[src/crtc_defs.vh]
// constants for the crt vertical timing, cursor and addressing block
// assumes a 5-bit register index and 14-bit display addresses
`ifndef CRTC_DEFS_VH
`define CRTC_DEFS_VH
// register indices
`define CRTC_IDX_VADJ 5'h05
`define CRTC_IDX_VDISP 5'h06
`define CRTC_IDX_VSYNC 5'h07
`define CRTC_IDX_MODE 5'h08
`define CRTC_IDX_SCAN 5'h09
`define CRTC_IDX_CSTART 5'h0a
`define CRTC_IDX_CEND 5'h0b
`define CRTC_IDX_START_HI 5'h0c
`define CRTC_IDX_START_LO 5'h0d
`define CRTC_IDX_CUR_HI 5'h0e
`define CRTC_IDX_CUR_LO 5'h0f
`define CRTC_IDX_PEN_HI 5'h10
`define CRTC_IDX_PEN_LO 5'h11
`define CRTC_IDX_UPD_HI 5'h12
`define CRTC_IDX_UPD_LO 5'h13
`define CRTC_IDX_TRIG 5'h1f
// mode control bit positions
`define CRTC_MODE_RC 2
`define CRTC_MODE_TRANS 3
`define CRTC_MODE_DSKEW 4
`define CRTC_MODE_CSKEW 5
`define CRTC_MODE_STROBE 6
`define CRTC_MODE_TBLANK 7
// cursor start field and cursor modes
`define CRTC_CMODE_HI 6
`define CRTC_CMODE_LO 5
`define CRTC_CUR_STEADY 2'b00
`define CRTC_CUR_OFF 2'b01
`define CRTC_CUR_FAST 2'b10
`define CRTC_CUR_SLOW 2'b11
// field counter bits for 16 and 32 field blink periods
`define CRTC_BLINK_FAST 3
`define CRTC_BLINK_SLOW 4
// status bit positions
`define CRTC_ST_UPD 7
`define CRTC_ST_PEN 6
`define CRTC_ST_VRT 5
// vsync width code zero means sixteen lines
`define CRTC_VS_FULL 5'h10
`define CRTC_RST_ZERO8 8'h00
`define CRTC_RST_ZERO14 14'h0000
// synchroniser idle: deselected, data select, read, enable and pen low
`define CRTC_PIN_IDLE 5'h1c
`endif

[src/crtc_vtiming.v]
// vertical timing, cursor, light pen and display memory addressing
// of a crt controller; ref_clk is the character clock, so every
// edge is one character time. line timing (line end, horizontal
// display and blank) comes from the horizontal block on ref_clk.
// processor bus and light pen pins are asynchronous to ref_clk.
//
// Overview of operation
// five-bit vertical adjust adds lines after rows
// seven-bit displayed rows gate display enable
// seven-bit row where vertical sync begins
// scan lines per row minus one, wrap
// cursor first and last scan lines held
// cursor modes steady, off, fast, slow blink
// start address loads, advances per character
// cursor when address matches and scan inside
// mode bit five delays cursor one character
// light pen edge captures display address
// update address kept for transparent access
// each update access increments update address
// index 31 stores nothing, triggers update
// mode bit two selects row/column addressing
// shared memory arbitration is done outside
// external logic muxes addresses by phase
// blanking scheme host waits for retrace
// update address driven during second phase
// blanking mode updates only during blanking
// outside latches hold data until retrace
// index written with select low, else data
// top row-scan line acts as update strobe
// unused bits zero, index 31 undriven
// update wraps, frame start reloads address
`include "crtc_defs.vh"
module crtc_vtiming (
    input wire ref_clk, // character clock
    input wire rst, // synchronous reset, high
    input wire chip_select_n, // bus chip select pin, low
    input wire register_select, // bus register select pin
    input wire read_write, // bus direction pin, high read
    input wire bus_enable, // bus phase enable pin
    input wire [7:0] data_in, // bus data pins, input side
    output reg [7:0] data_out, // bus data pins, output side
    output reg data_oe_n, // low while data pins driven
    input wire light_pen_input, // light pen strobe pin
    input wire line_end, // pulse at last char of a line
    input wire h_display, // horizontal display window
    input wire h_blank, // horizontal blanking
    input wire [6:0] vert_total, // character rows minus one
    input wire [3:0] vsync_width, // vsync width in lines
    output reg [13:0] memory_address_lines, // display memory addr
    output reg [4:0] row_scan_lines, // scan line within row
    output reg display_enable, // active display
    output reg cursor, // cursor video
    output reg vsync // vertical sync
);
    localparam PH_ROWS = 1'b0;
    localparam PH_ADJ = 1'b1;
    // programmed registers
    reg [4:0] idx;
    reg [4:0] vert_total_adjust;
    reg [6:0] vert_displayed_rows;
    reg [6:0] vert_sync_row;
    reg [7:0] mode_control;
    reg [4:0] scan_lines_per_row;
    reg [6:0] cursor_start_line;
    reg [4:0] cursor_end_line;
    reg [13:0] start_addr;
    reg [13:0] cursor_addr;
    reg [13:0] light_pen_addr;
    reg [13:0] update_addr;
    reg upd_ready;
    reg pen_full;
    // pin synchronisers: stage one feeds stage two only
    reg [4:0] pin_s1;
    reg [4:0] pin_s2;
    reg [7:0] din_s1;
    reg [7:0] din_s2;
    reg e_d;
    reg pen_d;
    // timing state
    reg phase;
    reg [6:0] row_cnt;
    reg [4:0] scan_cnt;
    reg [4:0] adj_cnt;
    reg [4:0] vs_cnt;
    reg [4:0] field_cnt;
    reg [13:0] disp_addr;
    reg [13:0] row_base;
    reg cur_hold;
    reg de_hold;
    reg upd_pend;
    wire cs_s = pin_s2[4];
    wire sel_s = pin_s2[3];
    wire rw_s = pin_s2[2];
    wire e_s = pin_s2[1];
    wire pen_s = pin_s2[0];
    // a bus access completes at the falling edge of the phase enable
    wire e_fall = e_d & ~e_s;
    wire acc = e_fall & ~cs_s & sel_s;
    wire wr_idx = e_fall & ~cs_s & ~sel_s & ~rw_s;
    wire wr = acc & ~rw_s;
    wire rd = acc & rw_s;
    wire trig = acc & (idx == `CRTC_IDX_TRIG);
    wire rc_mode = mode_control[`CRTC_MODE_RC];
    wire trans = mode_control[`CRTC_MODE_TRANS];
    wire tblank = mode_control[`CRTC_MODE_TBLANK];
    wire [1:0] cmode = cursor_start_line[`CRTC_CMODE_HI:`CRTC_CMODE_LO];
    // vertical counters
    wire row_end = (scan_cnt == scan_lines_per_row);
    wire last_row = (row_cnt == vert_total);
    wire adj_done = (adj_cnt == vert_total_adjust);
    wire v_active = (phase == PH_ROWS) &
        (row_cnt < vert_displayed_rows);
    wire v_blank = ~v_active;

    // frame restarts after the last row, or after the adjust lines;
    // a zero adjust skips the adjust phase altogether
    wire frame_end = line_end & ((phase == PH_ROWS) ?
        (row_end & last_row & (vert_total_adjust == 5'h00)) : adj_done);

    // next row base and column step, in binary or row/column form
    wire [13:0] next_row_base = rc_mode ?
        {row_base[13:8] + 6'h01, start_addr[7:0]} : disp_addr;
    wire [13:0] next_char = rc_mode ?
        {disp_addr[13:8], disp_addr[7:0] + 8'h01} :
        disp_addr + 14'h0001;

    // blanking-mode update goes out once blank time arrives
    wire upd_go = trans & tblank & upd_pend &
        (h_blank | v_blank);
    // interleave mode: update address owns the second bus phase
    wire upd_phase = trans & ~tblank & e_s;

    // cursor window, blink and address match
    reg blink_on;
    always @* begin
        case (cmode)
            `CRTC_CUR_STEADY: blink_on = 1'b1;
            `CRTC_CUR_OFF: blink_on = 1'b0;
            `CRTC_CUR_FAST: blink_on = field_cnt[`CRTC_BLINK_FAST];
            `CRTC_CUR_SLOW: blink_on = field_cnt[`CRTC_BLINK_SLOW];
            default: blink_on = 1'b0;
        endcase
    end
    wire cur_match = (disp_addr == cursor_addr) & blink_on &
        (scan_cnt >= cursor_start_line[4:0]) &
        (scan_cnt <= cursor_end_line) &
        h_display & v_active;
    wire de_now = h_display & v_active;

    // read data mux; status when select is low
    reg [7:0] next_rdata;
    always @* begin
        next_rdata = `CRTC_RST_ZERO8;
        if (!sel_s) begin
            next_rdata[`CRTC_ST_UPD] = upd_ready;
            next_rdata[`CRTC_ST_PEN] = pen_full;
            next_rdata[`CRTC_ST_VRT] = v_blank;
        end else begin
            case (idx)
                `CRTC_IDX_CUR_HI:
                    next_rdata = {2'b00, cursor_addr[13:8]};
                `CRTC_IDX_CUR_LO:
                    next_rdata = cursor_addr[7:0];
                `CRTC_IDX_PEN_HI:
                    next_rdata = {2'b00, light_pen_addr[13:8]};
                `CRTC_IDX_PEN_LO:
                    next_rdata = light_pen_addr[7:0];
                default: next_rdata = `CRTC_RST_ZERO8;
            endcase
        end
    end

    // pin synchronisers and edge history
    always @(posedge ref_clk) begin
        if (rst) begin
            // idle pin levels, so no false enable or pen edge follows
            pin_s1 <= `CRTC_PIN_IDLE;
            pin_s2 <= `CRTC_PIN_IDLE;
            din_s1 <= `CRTC_RST_ZERO8;
            din_s2 <= `CRTC_RST_ZERO8;
            e_d <= 1'b0;
            pen_d <= 1'b0;
        end else begin
            pin_s1 <= {chip_select_n, register_select, read_write,
                bus_enable, light_pen_input};
            pin_s2 <= pin_s1;
            din_s1 <= data_in;
            din_s2 <= din_s1;
            e_d <= e_s;
            pen_d <= pen_s;
        end
    end

    // bus driver: drives on every read except of the index 31 data register
    always @(posedge ref_clk) begin
        if (rst) begin
            data_out <= `CRTC_RST_ZERO8;
            data_oe_n <= 1'b1;
        end else begin
            data_out <= next_rdata;
            data_oe_n <= ~(~cs_s & rw_s & e_s &
                ~(sel_s & (idx == `CRTC_IDX_TRIG)));
        end
    end

    // register writes
    always @(posedge ref_clk) begin
        if (rst) begin
            idx <= 5'h00;
            vert_total_adjust <= 5'h00;
            vert_displayed_rows <= 7'h00;
            vert_sync_row <= 7'h00;
            mode_control <= `CRTC_RST_ZERO8;
            scan_lines_per_row <= 5'h00;
            cursor_start_line <= 7'h00;
            cursor_end_line <= 5'h00;
            start_addr <= `CRTC_RST_ZERO14;
            cursor_addr <= `CRTC_RST_ZERO14;
        end else begin
            if (wr_idx)
                idx <= din_s2[4:0];
            if (wr) begin
                case (idx)
                    `CRTC_IDX_VADJ:
                        vert_total_adjust <= din_s2[4:0];
                    `CRTC_IDX_VDISP:
                        vert_displayed_rows <= din_s2[6:0];
                    `CRTC_IDX_VSYNC:
                        vert_sync_row <= din_s2[6:0];
                    `CRTC_IDX_MODE:
                        mode_control <= din_s2;
                    `CRTC_IDX_SCAN:
                        scan_lines_per_row <= din_s2[4:0];
                    `CRTC_IDX_CSTART:
                        cursor_start_line <= din_s2[6:0];
                    `CRTC_IDX_CEND:
                        cursor_end_line <= din_s2[4:0];
                    `CRTC_IDX_START_HI:
                        start_addr[13:8] <= din_s2[5:0];
                    `CRTC_IDX_START_LO:
                        start_addr[7:0] <= din_s2;
                    `CRTC_IDX_CUR_HI:
                        cursor_addr[13:8] <= din_s2[5:0];
                    `CRTC_IDX_CUR_LO:
                        cursor_addr[7:0] <= din_s2;
                    default: start_addr <= start_addr;
                endcase
            end
        end
    end

    // update address: load, then step once per update, wrapping
    always @(posedge ref_clk) begin
        if (rst) begin
            update_addr <= `CRTC_RST_ZERO14;
            upd_pend <= 1'b0;
            upd_ready <= 1'b0;
        end else begin
            if (wr && idx == `CRTC_IDX_UPD_HI)
                update_addr[13:8] <= din_s2[5:0];
            else if (wr && idx == `CRTC_IDX_UPD_LO)
                update_addr[7:0] <= din_s2;
            else if ((trig & ~tblank) | upd_go)
                update_addr <= update_addr + 14'h0001;
            // a new trigger beats the retirement of the old one
            if (trig & trans & tblank)
                upd_pend <= 1'b1;
            else if (upd_go)
                upd_pend <= 1'b0;
            // set beats the clear by an address load
            if ((trig & ~tblank) | upd_go)
                upd_ready <= 1'b1;
            else if (wr && (idx == `CRTC_IDX_UPD_HI ||
                idx == `CRTC_IDX_UPD_LO))
                upd_ready <= 1'b0;
        end
    end

    // light pen capture on the character after the rising edge
    always @(posedge ref_clk) begin
        if (rst) begin
            light_pen_addr <= `CRTC_RST_ZERO14;
            pen_full <= 1'b0;
        end else begin
            if (pen_s & ~pen_d) begin
                light_pen_addr <= disp_addr;
                pen_full <= 1'b1;
            end else if (rd && idx == `CRTC_IDX_PEN_LO) begin
                pen_full <= 1'b0;
            end
        end
    end

    // vertical row, scan and adjust counters
    always @(posedge ref_clk) begin
        if (rst) begin
            phase <= PH_ROWS;
            row_cnt <= 7'h00;
            scan_cnt <= 5'h00;
            adj_cnt <= 5'h00;
            field_cnt <= 5'h00;
        end else if (frame_end) begin
            phase <= PH_ROWS;
            row_cnt <= 7'h00;
            scan_cnt <= 5'h00;
            adj_cnt <= 5'h00;
            field_cnt <= field_cnt + 5'h01;
        end else if (line_end) begin
            case (phase)
                PH_ROWS: begin
                    if (row_end) begin
                        scan_cnt <= 5'h00;
                        if (last_row) begin
                            phase <= PH_ADJ;
                            adj_cnt <= 5'h01;
                        end else begin
                            row_cnt <= row_cnt + 7'h01;
                        end
                    end else begin
                        scan_cnt <= scan_cnt + 5'h01;
                    end
                end
                PH_ADJ: begin
                    adj_cnt <= adj_cnt + 5'h01;
                    scan_cnt <= scan_cnt + 5'h01;
                end
                default: phase <= PH_ROWS;
            endcase
        end
    end

    // vertical sync starts on the first line of the chosen row
    always @(posedge ref_clk) begin
        if (rst) begin
            vs_cnt <= 5'h00;
        end else if (line_end && phase == PH_ROWS && row_end &&
            !last_row && (row_cnt + 7'h01) == vert_sync_row) begin
            vs_cnt <= (vsync_width == 4'h0) ? `CRTC_VS_FULL :
                {1'b0, vsync_width};
        end else if (frame_end && vert_sync_row == 7'h00) begin
            vs_cnt <= (vsync_width == 4'h0) ? `CRTC_VS_FULL :
                {1'b0, vsync_width};
        end else if (line_end && vs_cnt != 5'h00) begin
            vs_cnt <= vs_cnt - 5'h01;
        end
    end

    // display address walk: frame reload beats line and char steps
    always @(posedge ref_clk) begin
        if (rst) begin
            disp_addr <= `CRTC_RST_ZERO14;
            row_base <= `CRTC_RST_ZERO14;
        end else if (frame_end) begin
            disp_addr <= start_addr;
            row_base <= start_addr;
        end else if (line_end) begin
            if (phase == PH_ROWS && row_end) begin
                disp_addr <= next_row_base;
                row_base <= next_row_base;
            end else begin
                disp_addr <= row_base;
            end
        end else if (h_display) begin
            disp_addr <= next_char;
        end
    end

    // outputs; the skew flops trade one character of lag for
    // memories too slow to return data in the same character
    always @(posedge ref_clk) begin
        if (rst) begin
            memory_address_lines <= `CRTC_RST_ZERO14;
            row_scan_lines <= 5'h00;
            cur_hold <= 1'b0;
            de_hold <= 1'b0;
            cursor <= 1'b0;
            display_enable <= 1'b0;
            vsync <= 1'b0;
        end else begin
            if (upd_go | upd_phase)
                memory_address_lines <= update_addr;
            else
                memory_address_lines <= disp_addr;
            if (trans & mode_control[`CRTC_MODE_STROBE])
                row_scan_lines <= {upd_go, scan_cnt[3:0]};
            else
                row_scan_lines <= scan_cnt;
            cur_hold <= cur_match;
            de_hold <= de_now;
            cursor <= mode_control[`CRTC_MODE_CSKEW] ?
                cur_hold : cur_match;
            display_enable <= mode_control[`CRTC_MODE_DSKEW] ?
                de_hold : de_now;
            vsync <= (vs_cnt != 5'h00);
        end
    end
endmodule

[config.mk]
export PLATFORM = sky130hd
export DESIGN_NAME = crtc_vtiming
export DESIGN_NICKNAME = d
export VERILOG_FILES = /design/src/crtc_vtiming.v
export VERILOG_INCLUDE_DIRS = /design/src /design/src/src
export SDC_FILE = /design/constraint.sdc
export NUM_CORES = 1
export LEC_CHECK = 0
export ABC_CLOCK_PERIOD_IN_PS = 4420
export BUFFER_PORTS_ARGS = -buffer_cell sky130_fd_sc_hd__buf_2
export CORE_MARGIN = 4
export CORE_UTILIZATION = 64
export DETAILED_ROUTE_END_ITERATION = 16
export GPL_TIMING_DRIVEN = 0
export PLACE_DENSITY = 0.9
export SLEW_MARGIN = 0
export SYNTH_ARGS = -nofsm -noshare
export SYNTH_HDL_FRONTEND = slang
export SYNTH_SLANG_ARGS = --single-unit
[constraint.sdc]
create_clock -name ref_clk -period 4.42 [get_ports ref_clk]
set_clock_uncertainty 0.15 [all_clocks]
set_input_delay 0.884 -clock ref_clk [delete_from_list [all_inputs] [get_ports ref_clk]]
set_output_delay 0.884 -clock ref_clk [all_outputs]
set_load 0.1 [all_outputs]
Word level (Yosys, flattened, before mapping)
Index checks and enable logic that the tools add are counted.
{"block": "word_totals", "regBits": 225, "input_bits": 29, "out_inout_bits": 31, "word_cells": 212}
{"block": "op_classes", "addsub": 9, "order_cmp": 3, "eq_ne": 28, "muxes": 38, "bitwise": 47, "reduce_logical": 44}
{"operator": "2-to-1 mux 14 bit", "n": 10}
{"operator": "equality test 5 x 4 -> 1 bit, second input constant", "n": 8}
{"operator": "2-to-1 mux 5 bit", "n": 8}
{"operator": "bitwise AND 1 bit", "n": 32}
{"operator": "case mux 8 bit (4 select lines)", "n": 1}
{"operator": "adder 14 x 1 -> 14 bit, second input constant", "n": 2}
{"operator": "AND reduction 2 bit", "n": 14}
{"operator": "equality test 5 bit, second input constant", "n": 5}
{"operator": "case mux 5 bit (2 select lines)", "n": 2}
{"operator": "adder 5 x 1 -> 5 bit, second input constant", "n": 3}
{"operator": "equality test 5 x 3 -> 1 bit, second input constant", "n": 3}
{"operator": "equality test 14 bit", "n": 1}
{"operator": "equality test 7 bit", "n": 2}
{"operator": "2-to-1 mux 1 bit", "n": 12}
{"operator": "2-to-1 mux 6 bit", "n": 2}
{"operator": "NOT 1 bit", "n": 12}
{"operator": "nonzero test 2 bit", "n": 6}
{"operator": "logical AND 1 bit", "n": 11}
{"operator": "equality test 5 bit", "n": 2}
{"operator": "adder 8 x 1 -> 8 bit, second input constant", "n": 1}
{"operator": "2-to-1 mux 8 bit", "n": 1}
{"operator": "adder 7 x 1 -> 7 bit, second input constant", "n": 1}
{"operator": "logical NOT 7 bit", "n": 1}
{"operator": "< comparator 7 bit", "n": 1}
{"operator": "21 further kinds", "n": 28}

Logic depth before layout (Yosys ltp)
Gate-level depths: netlist (run 1).
{"block": "depth", "word_depth": 10, "depth_mapped": 10, "mapped_depth_nobuf": 9}

Worst setup path before layout (run 1)
Ideal clock, no wire load.
{"block": "synth_path", "kind": "input -> register", "startpoint": "in vert_total[3]", "endpoint": "reg field_cnt[1]", "setup_ns": 0.128, "arrival_time_ns": 2.378, "t_required_ns": 4.142, "path_slack_ns": 1.765, "cell_stages": 8, "n_path_buf": 2, "path_cell_list": "xor2_1 nor4_1 a41oi_1 a21oi_1 buf_2 buf_2 mux2i_1 nor2_1"}
{"block": "synth_via", "elab_chain_len": 5}
{"item": "from (decl)", "line_no": "crtc_vtiming.v:47", "rtl": "input wire [6:0] vert_total,"}
{"item": "equality test 7 bit", "line_no": "crtc_vtiming.v:109", "rtl": "wire last_row = (row_cnt == vert_total);"}
{"item": "bitwise AND 1 bit (2 in series)", "line_no": "crtc_vtiming.v:118", "rtl": "(row_end & last_row & (vert_total_adjust == 5'h00)) : adj_done);"}
{"item": "2-to-1 mux 1 bit", "line_no": "crtc_vtiming.v:117", "rtl": "wire frame_end = line_end & ((phase == PH_ROWS) ?"}
{"item": "bitwise AND 1 bit", "line_no": "crtc_vtiming.v:117"}
{"item": "to (signal assigned)", "line_no": "crtc_vtiming.v:307", "rtl": "field_cnt <= field_cnt + 5'h01;"}
{"item": "to (decl)", "line_no": "crtc_vtiming.v:85", "rtl": "reg [4:0] field_cnt;"}
No other way between the ends.
A chain may end at the register's enable or synchronous reset.

Worst setup path in the final report (run 1)
{"block": "layout_path", "startpoint": "reg scan_cnt[4]", "endpoint": "reg scan_cnt[2]"}
{"block": "layout_via", "elab_chain_len": 6, "word_cells_on_any_way": 8, "cone_classes": "eq/ne: 1; mux: 3; bitwise: 3; reduce/logical: 1"}
{"item": "from (decl)", "line_no": "crtc_vtiming.v:82", "rtl": "reg [4:0] scan_cnt;"}
{"item": "from (signal assigned)", "line_no": "crtc_vtiming.v:320", "rtl": "scan_cnt <= scan_cnt + 5'h01;"}
{"item": "from (signal assigned)", "line_no": "crtc_vtiming.v:325", "rtl": "scan_cnt <= scan_cnt + 5'h01;"}
{"item": "equality test 5 bit (*)", "line_no": "crtc_vtiming.v:108", "rtl": "wire row_end = (scan_cnt == scan_lines_per_row);"}
{"item": "bitwise AND 1 bit (2 in series)", "line_no": "crtc_vtiming.v:118"}
{"item": "2-to-1 mux 1 bit", "line_no": "crtc_vtiming.v:117"}
{"item": "bitwise AND 1 bit", "line_no": "crtc_vtiming.v:117"}
{"item": "OR reduction 2 bit (no line)"}
Every way passes the cells marked *; elsewhere a longest branch is shown, timed or not.

==> flow_summary.json, run 1 <==
{
  "timing.final.ws_setup_ns": 1.33,
  "crit_required_ns": 4.65,
  "cts_made_buffers": 23,
  "worst_setup_path_end_kind": "flip-flop",
  "grt_overflow": 0,
  "grt_max_degree": 16,
  "dp_hpwl_microns": 20200,
  "setup_tns_ns": 0,
  "synth.distinct_cells": 79,
  "rows": 46,
  "slew_headroom": 0.295,
  "port_buffers": 57,
  "htreeDepth": 1,
  "cts_hold_buffers": 0,
  "cp_slowest_stage_delay_ns": 0.53,
  "fin_util": 0.744,
  "cpMaxStageDelayCell": "nor3_1",
  "power_mw": 4.77,
  "drc": 0,
  "fin_area_sq_um": 11900,
  "slew_violations": 0,
  "fin_crit_sh": 0.699,
  "rsz0062_at_grt": "no",
  "static-leakage-power_nw": 4.44,
  "drt_pass1_iterations": 9,
  "ir_drop_uv": 472,
  "cts-root-buf": "clkbuf_16",
  "crit_path_frequent_cell": "clkbuf_1",
  "path_class": "reg -> reg",
  "area_growth_pct": 13.6,
  "clk_pin_slew_ns": 0.06,
  "clk_latency_ns": 0.53,
  "drv_cap": 0,
  "yosys_warnings": 0,
  "post_drt_wl_per_cell_microns": 20.6,
  "fmax_mhz": 324,
  "startpoint_type": "flip-flop",
  "grt_pass1_vias": 9387,
  "yosys_register_bits": 223,
  "synth_edf_count": 0,
  "fin_nets": 1329,
  "drive_gt1_frac": 0.114,
  "critPathArrivalTime_ns": 3.32,
  "detail-route-antenna-nets": 0,
  "hp-class": "reg -> reg",
  "dpl_cell_area_sq_um": 11000,
  "synthesis.nets": 1247,
  "ios": 60,
  "via_per_inst": 6.50,
  "post_cts_buffers": 0,
  "yosysSeqAreaShare": 0.428,
  "vias": 9796,
  "cts-resized-gates": 0,
  "initial_core_util": 0.655,
  "async_flop_share": 0,
  "syn_inst": 1193,
  "antenna_found_initial": 0,
  "layout_commonest_cell": "dfxtp_1",
  "die_w_microns": 136,
  "critPathTopFamily": "simple AND/OR/NAND/NOR gates",
  "crit_path_max_fanout": 10,
  "status": "finished clean",
  "fp.coreArea_sq_um": 15900,
  "powerDensity_nw_per_um2": 403,
  "critical_path_buf_inv_count": 2,
  "setup_viol": 0,
  "grt_pass1_wl_microns": 48700,
  "initialDrtViolationCount": 1519,
  "place_congestion": 0.936,
  "hold_viol": 0,
  "n_antenna_cell": 0,
  "cts_tree": "done",
  "syn_area_sq_um": 10400,
  "die_y_microns": 136,
  "crit_chain": "xor2_1 > nor3_1 > a41oi_1 > a21oi_1 > or2_2 > clkbuf_1 > clkbuf_1 > nor2_1",
  "groute.usage.overall": 0.330,
  "clkSinkCount": 223,
  "die_area_sq_um": 18400,
  "avgSynthCellArea_sq_um": 8.75,
  "routed_wl_microns": 31000,
  "synth-main-ff-cell": "dfxtp_1",
  "cts_buffer_depth": 3,
  "worst_slew_pin_slew_ns": 1.05,
  "mostFrequentLayoutCells": "dfxtp_1 (223), nor2_1 (145), nand2_1 (108)",
  "period_needed_ns": 3.09,
  "post-place-ws_ns": 1.06
}
through the flow:
| stage | std cells | hold WS, ns |
|---|---|---|
| 5_1_grt | 1507 | 0.292 |
| 6_report | 1507 | 0.280 |
| 3_3_place_gp | 1466 | 0.246 |
| 4_1_cts | 1507 | 0.273 |
| 3_5_place_dp | 1466 | 0.246 |
| 2_1_floorplan | 1193 | 0.239 |
power by group:
group / switching [mW] / internal [mW] / total, mW
clock: 0.854 / 1.36 / 2.22
sequential: 0.0396 / 2.07 / 2.10
combinational: 0.304 / 0.146 / 0.450
total: 1.20 / 3.58 / 4.77
area by class of cell:
type                       count  area (sq um)
multi-input combinational    860          5520
sequential                   223          4460
fill                        1055          4080
clock buffer                  27           621
buffer                        81           345
timing repair buffer          57           285
tap                          216           270
clock inverter                14           246
inverter                      29           109
registers in the layout (all words and copies together), names as in the netlist, 8 cells and up:
register              flops
cursor_addr              14
disp_addr                14
light_pen_addr           14
memory_address_lines     14
row_base                 14
start_addr               14
update_addr              14
data_out                  8
din_s1                    8
din_s2                    8
cells in the mapped netlist, types with 8 or more instances:
master    number  area share
o211ai_1      10      0.0072
buf_2         15      0.0072
o21ai_0       28       0.013
a31oi_1       12      0.0072
nor4_1        10      0.0060
xor2_1        36       0.030
ha_1          25       0.030
or2_2         10      0.0060
mux2i_1       78       0.075
a21oi_1       82       0.039
nor2b_1       35       0.021
xnor2_1       34       0.029
nand2_1      108       0.039
a22oi_1       16       0.012
and3_1        15      0.0090
a211oi_1      13      0.0094
dfxtp_1      223        0.43
clkbuf_1      58       0.021
nor2_1       145       0.052
or3_1          8      0.0048
nor3_1        15      0.0072
nand4_1       16      0.0096
inv_1         27      0.0097
nand3_1       54       0.026
metal layers:
| layer | global-route usage | wire length, microns |
|---|---|---|
| met5 | 0 | 0 |
| met4 | 0.180 | 1850 |
| met3 | 0.0658 | 3570 |
| met2 | 0.531 | 13800 |
| met1 | 0.418 | 11800 |
worst reg2reg max path, stage by stage, from the launching register on:
cell and delay (ns):
dfxtp_1 0.49, xor2_1 0.12, nor3_1 0.53, a41oi_1 0.35
a21oi_1 0.32, or2_2 0.16, clkbuf_1 0.24, clkbuf_1 0.47
nor2_1 0.13
worst paths after layout:
path,start,end,slack [ns],depth (start not counted)
hold / removal,pin_s1[2],pin_s2[2],0.28,1
setup reg to reg,scan_cnt[4],scan_cnt[2],1.33,8
hold reg to reg,pin_s1[2],pin_s2[2],0.28,1
setup / recovery,scan_cnt[4],scan_cnt[2],1.33,8
kinds of logic (layout without fill, tap and decap cells):
group	after synthesis	after routing	synth area share
multiplexers	79	79	0.0759
XOR/XNOR	70	70	0.0587
buffers and inverters	110	208	0.0435
adder cells (fa/ha/maj)	25	25	0.0300
flip-flops	223	223	0.428
AND/OR/NAND/NOR	456	456	0.215
AO/OA/AOI/OAI	230	230	0.149
Power figures use the tool's default switching activity.
==> inputs of run 2 (changes only) <==
Settings changed: ABC_CLOCK_PERIOD_IN_PS 4420 to 2700, CORE_UTILIZATION 64 to 55, PLACE_DENSITY 0.9 to 0.83.
Clock period 4.42 ns to 2.7 ns, I/O delays scaled along.
==> run 2 against run 1 <==
Against the previous run: sequential share of layout area shrank 0.46 points; largest power group unchanged; flip-flop and latch count is the same; clock power grew 58%; global-route usage shrank 5.3 points; critical path depth grew 1; worst hold slack lost 0.22 ns; worst setup slack lost 1.3 ns; routed wire length shrank 0.54%.
==> flow_summary.json, run 2 (synthesized netlist as in run 1, its figures left out) <==
{
  "mostFrequentLayoutCells": "dfxtp_1 (217), nor2_1 (143), nand2_1 (108)",
  "critPathArrivalTime_ns": 2.87,
  "cts_made_buffers": 24,
  "detail-route-antenna-nets": 0,
  "status": "finished clean",
  "clk_latency_ns": 0.52,
  "period_needed_ns": 2.64,
  "vias": 9482,
  "place_congestion": 0.943,
  "power_mw": 7.69,
  "post_drt_wl_per_cell_microns": 20.2,
  "static-leakage-power_nw": 4.51,
  "n_antenna_cell": 0,
  "die_w_microns": 146,
  "timing.final.ws_setup_ns": 0.0629,
  "fin_util": 0.643,
  "htreeDepth": 1,
  "groute.usage.overall": 0.277,
  "slew_headroom": 0.330,
  "antenna_found_initial": 0,
  "drv_cap": 0,
  "fmax_mhz": 379,
  "die_area_sq_um": 21200,
  "powerDensity_nw_per_um2": 639,
  "fin_crit_sh": 0.977,
  "path_class": "reg -> reg",
  "n_fill_cell": 1442,
  "clk_pin_slew_ns": 0.06,
  "grt_pass1_vias": 9231,
  "layout_commonest_cell": "dfxtp_1",
  "ir_drop_uv": 405,
  "die_y_microns": 146,
  "switchingPower_mw": 1.92,
  "drive_gt1_frac": 0.135,
  "via_per_inst": 6.19,
  "drc": 0,
  "setup_tns_ns": 0,
  "intPower_mw": 5.77,
  "initial_core_util": 0.558,
  "area_growth_pct": 15.3,
  "port_buffers": 57,
  "combPwrFrac": 0.097,
  "netSwitchingFraction": 0.249,
  "cts_buffer_depth": 3,
  "cts_tree": "done",
  "register_area_sq_um": 4470,
  "cts-root-buf": "clkbuf_16",
  "crit_path_max_fanout": 10,
  "clkPwrFrac": 0.455,
  "setup_viol": 0,
  "worst_slew_pin_slew_ns": 0.999,
  "slew_violations": 0,
  "multiInputGateArea_sq_um": 5630,
  "crit_required_ns": 2.93,
  "startpoint_type": "flip-flop",
  "hp-class": "in -> reg",
  "drt_pass1_iterations": 8,
  "grt_max_degree": 15,
  "grt_pass1_wl_microns": 48500,
  "p_seq_frac": 0.449,
  "initialDrtViolationCount": 998,
  "fin_area_sq_um": 12000,
  "dp_hpwl_microns": 20800,
  "worst_setup_path_end_kind": "flip-flop",
  "fin_nets": 1333,
  "grt_overflow": 0,
  "post-place-ws_ns": -0.393,
  "routed_wl_microns": 30900,
  "fp.coreArea_sq_um": 18700,
  "clkSinkCount": 223,
  "dpl_cell_area_sq_um": 11000,
  "rows": 50,
  "ios": 60,
  "hold_viol": 0
}
==> run 2: changes by cell type in the layout (fill, tap and decap cells not counted), moves of 3 or more <==
| cell | delta |
|---|---|
| nor4_1 | -3 |
| bufinv_16 | -3 |
| dfxtp_2 | +5 |
| buf_4 | +5 |
| dfxtp_1 | -6 |
| buf_2 | -4 |
| clkbuf_8 | +3 |
==> run 2: what timing repair did <==
| item | 4_1_cts | 5_1_grt |
|---|---|---|
| hold buffers | 0 | 0 |
| buffers inserted | 3 | 2 |
| pin swaps | 2 | 4 |
| setup endpoints to repair | 61 | 85 |
| gates resized for setup | 9 | 28 |
==> run 2: per-layer routing <==
| layer | GRT usage | routed length [microns] | vias to the layer above |
|---|---|---|---|
| li1 | - | - | 4345 |
| met1 | 0.360 | 11800 | 4421 |
| met2 | 0.442 | 14000 | 576 |
| met3 | 0.0582 | 3450 | 140 |
| met4 | 0.132 | 1640 | 0 |
| met5 | 0 | 0 | - |
==> run 2: power by group through the flow <==
stage               sequential (mW)  combinational [mW]  clock [mW]
finish                         3.45               0.744        3.50
CTS                            3.44               0.723        3.49
detailed placement             3.52               0.710           0
global placement               3.51               0.689           0
global route                   3.45               0.799        3.63
floorplan                      3.60               0.417           0
==> run 2: final timing paths <==
kind	slack, ns	start	end	cells past startpoint
max	0.06	scan_cnt[0]	disp_addr[7]	9
min	0.06	read_write	pin_s1[2]	2
max reg2reg	0.06	scan_cnt[0]	disp_addr[7]	9
min reg2reg	0.27	pin_s1[3]	pin_s2[3]	1
==> run 2: cell type report <==
class / instances / area share
clock inverter: 9 / 0.0105
multi-input combinational: 860 / 0.468
tap: 234 / 0.0243
inverter: 29 / 0.00905
timing repair buffer: 62 / 0.0268
sequential: 223 / 0.372
clock buffer: 35 / 0.0601
buffer: 79 / 0.0297
==> run 2: stage by stage <==
| stage | std cells | hold slack, ns |
|---|---|---|
| floorplan | 1193 | 0.239 |
| global placement | 1484 | 0.248 |
| detailed placement | 1484 | 0.246 |
| CTS | 1531 | 0.0642 |
| global route | 1531 | 0.0604 |
| finish | 1531 | 0.0599 |
==> run 2: worst max-delay path, cell delays in order, from the launching register on <==
cell      delay (ns)
dfxtp_1         0.45
xor2_1          0.14
nor3_2          0.27
and3_1          0.21
buf_2           0.23
buf_2           0.30
buf_2           0.30
o21ai_0         0.13
mux2i_1         0.21
a211oi_1        0.10
==> inputs of run 3 (changes only) <==
Settings changed: ABC_AREA set to 1.
==> run 3 against run 2 <==
Against the previous run: first-iteration DRC count down 1.9%; worst hold slack gained 0.0025 ns; combinational power rose by 36%; routed wire length is 2.0% higher; sequential power up 1%; worst setup slack improved by 0.12 ns; register-to-register slack improved by 0.12 ns; critical path depth unchanged; die area increased by 3.0%; clock-buffer cell count decreased by 6; largest cell class unchanged.
==> flow_summary.json, run 3 <==
{
  "status": "finished clean",
  "fp.coreArea_sq_um": 19000,
  "synthesis.nets": 1577,
  "grt_pass1_vias": 9955,
  "post_drt_wl_per_cell_microns": 16.7,
  "syn_inst": 1523,
  "critPathArrivalTime_ns": 2.80,
  "cts-root-buf": "clkbuf_16",
  "vias": 10649,
  "ir_drop_uv": 565,
  "switchingPower_mw": 2.20,
  "clkSinkCount": 223,
  "intPower_mw": 5.99,
  "worst_slew_pin_slew_ns": 0.881,
  "place_congestion": 0.996,
  "yosysMostFrequentCell": "nand2_1",
  "drv_cap": 0,
  "fmax_mhz": 398,
  "mostFrequentLayoutCells": "nand2_1 (290), dfxtp_1 (222), nor2_1 (184)",
  "cts_tree": "done",
  "n_antenna_cell": 0,
  "async_flop_share": 0,
  "multiInputGateArea_sq_um": 5290,
  "initialDrtViolationCount": 979,
  "slew_headroom": 0.408,
  "synth_area_leaders": "dfxtp_1 (41%), nand2_1 (10%), nor2_1 (6.4%), inv_1 (6.4%), o21ai_0 (6.4%)",
  "clk_latency_ns": 0.52,
  "htreeDepth": 1,
  "avgSynthCellArea_sq_um": 7.07,
  "synth_edf_count": 0,
  "routed_wl_microns": 31500,
  "synth-main-ff-cell": "dfxtp_1",
  "layout_commonest_cell": "nand2_1",
  "post_cts_buffers": 0,
  "synth_largest_area_cell": "dfxtp_1",
  "initial_core_util": 0.568,
  "dp_hpwl_microns": 22400,
  "hp-class": "in -> reg",
  "p_seq_frac": 0.428,
  "path_class": "reg -> reg",
  "n_fill_cell": 1610,
  "detail-route-antenna-nets": 0,
  "powerDensity_nw_per_um2": 667,
  "setup_viol": 0,
  "die_w_microns": 148,
  "hold_viol": 0,
  "fin_crit_sh": 0.931,
  "yosys.area.top_type_share": 0.415,
  "drive_gt1_frac": 0.100,
  "synth.distinct_cells": 48,
  "clkPwrFrac": 0.449,
  "hold_ws_ns": 0.0624,
  "fin_nets": 1661,
  "grt_overflow": 0,
  "yosys_warnings": 0,
  "slew_violations": 0,
  "yosys_register_bits": 223,
  "antenna_found_initial": 0,
  "rsz0062_at_grt": "no",
  "syn_area_sq_um": 10800,
  "area_growth_pct": 14.0,
  "static-leakage-power_nw": 5.34,
  "drt_pass1_iterations": 6,
  "ios": 60,
  "cts_made_buffers": 24,
  "yosysSeqAreaShare": 0.415,
  "period_needed_ns": 2.51,
  "grt_max_degree": 15,
  "combPwrFrac": 0.123,
  "drc": 0,
  "die_y_microns": 148,
  "register_area_sq_um": 4470,
  "worst_setup_path_end_kind": "flip-flop",
  "crit_path_max_fanout": 7,
  "startpoint_type": "flip-flop",
  "grt_pass1_wl_microns": 50500,
  "port_buffers": 58,
  "cts_buffer_depth": 3,
  "synth_common_cells": "nand2_1 (292), dfxtp_1 (223), nor2_1 (184)",
  "rows": 50,
  "clk_pin_slew_ns": 0.06,
  "netSwitchingFraction": 0.268,
  "die_area_sq_um": 21900,
  "via_per_inst": 5.65,
  "groute.usage.overall": 0.282,
  "crit_required_ns": 2.99,
  "setup_tns_ns": 0
}
==> run 3: path summary, 6_finish.rpt <==
check,from,endpoint,slack [ns],cells past startpoint
max,row_cnt[6],update_addr[9],0.19,9
min,chip_select_n,pin_s1[4],0.06,2
max reg2reg,row_cnt[6],update_addr[9],0.19,9
min reg2reg,din_s1[3],din_s2[3],0.25,2
==> run 3: worst max-delay path, stage by stage, from the launching register on <==
cell	delay, ns
dfxtp_1	0.45
ha_1	0.29
a21oi_1	0.15
o21a_1	0.18
nand4_1	0.23
nand2_2	0.20
nand3_1	0.24
nand2_1	0.28
nand2_1	0.11
a21oi_1	0.15
==> run 3: layout make-up <==
type,instances,area share
plain buffers,62,0.0227
clock buffers,29,0.0521
clock inverters,14,0.0199
inverters,196,0.0603
multi-input cells,1042,0.431
flip-flops and latches,223,0.364
well taps,260,0.0265
repair buffers,58,0.0236
==> run 3: through the flow <==
step,setup slack [ns],cells,cell area (sq um),utilization,power (mW)
after floorplan,0.726,1523,10800,-,4.30
after global placement,0.0936,1841,11400,0.601,4.54
after detailed placement,0.110,1841,11400,0.601,4.55
after CTS,0.191,1884,12300,0.647,8.18
after global routing,0.0126,1884,12300,0.648,8.46
final,0.187,1884,12300,0.648,8.19
==> run 3: kinds of logic after synthesis <==
logic type | Yosys count | share of synthesized area
AOI/OAI and AO/OA | 340 | 0.177
and+or+nand+nor | 642 | 0.256
buffers and inverters | 258 | 0.0947
xor gates and xnor gates | 35 | 0.0285
DFF | 223 | 0.415
adders and majority gates | 25 | 0.0290
==> run 3: what timing repair did <==
action,4_1_cts,5_1_grt
hold buffers,0,0
resized for setup,0,3
endpoints found under the setup margin,0,21
==> run 3: per-layer routing <==
metal,global-route usage,vias up,part of all wire
met4,0.127,0,0.045
met2,0.446,532,0.44
met1,0.371,4834,0.41
met5,0,-,0
met3,0.0625,127,0.10
li1,-,5156,-
==> run 3: power groups by stage <==
| stage | clock network [mW] | registers, mW | logic (mW) |
|---|---|---|---|
| after floorplan | 0 | 3.68 | 0.622 |
| after global placement | 0 | 3.56 | 0.973 |
| after detailed placement | 0 | 3.57 | 0.989 |
| after CTS | 3.69 | 3.49 | 0.998 |
| after global routing | 3.83 | 3.51 | 1.12 |
| final | 3.68 | 3.50 | 1.01 |
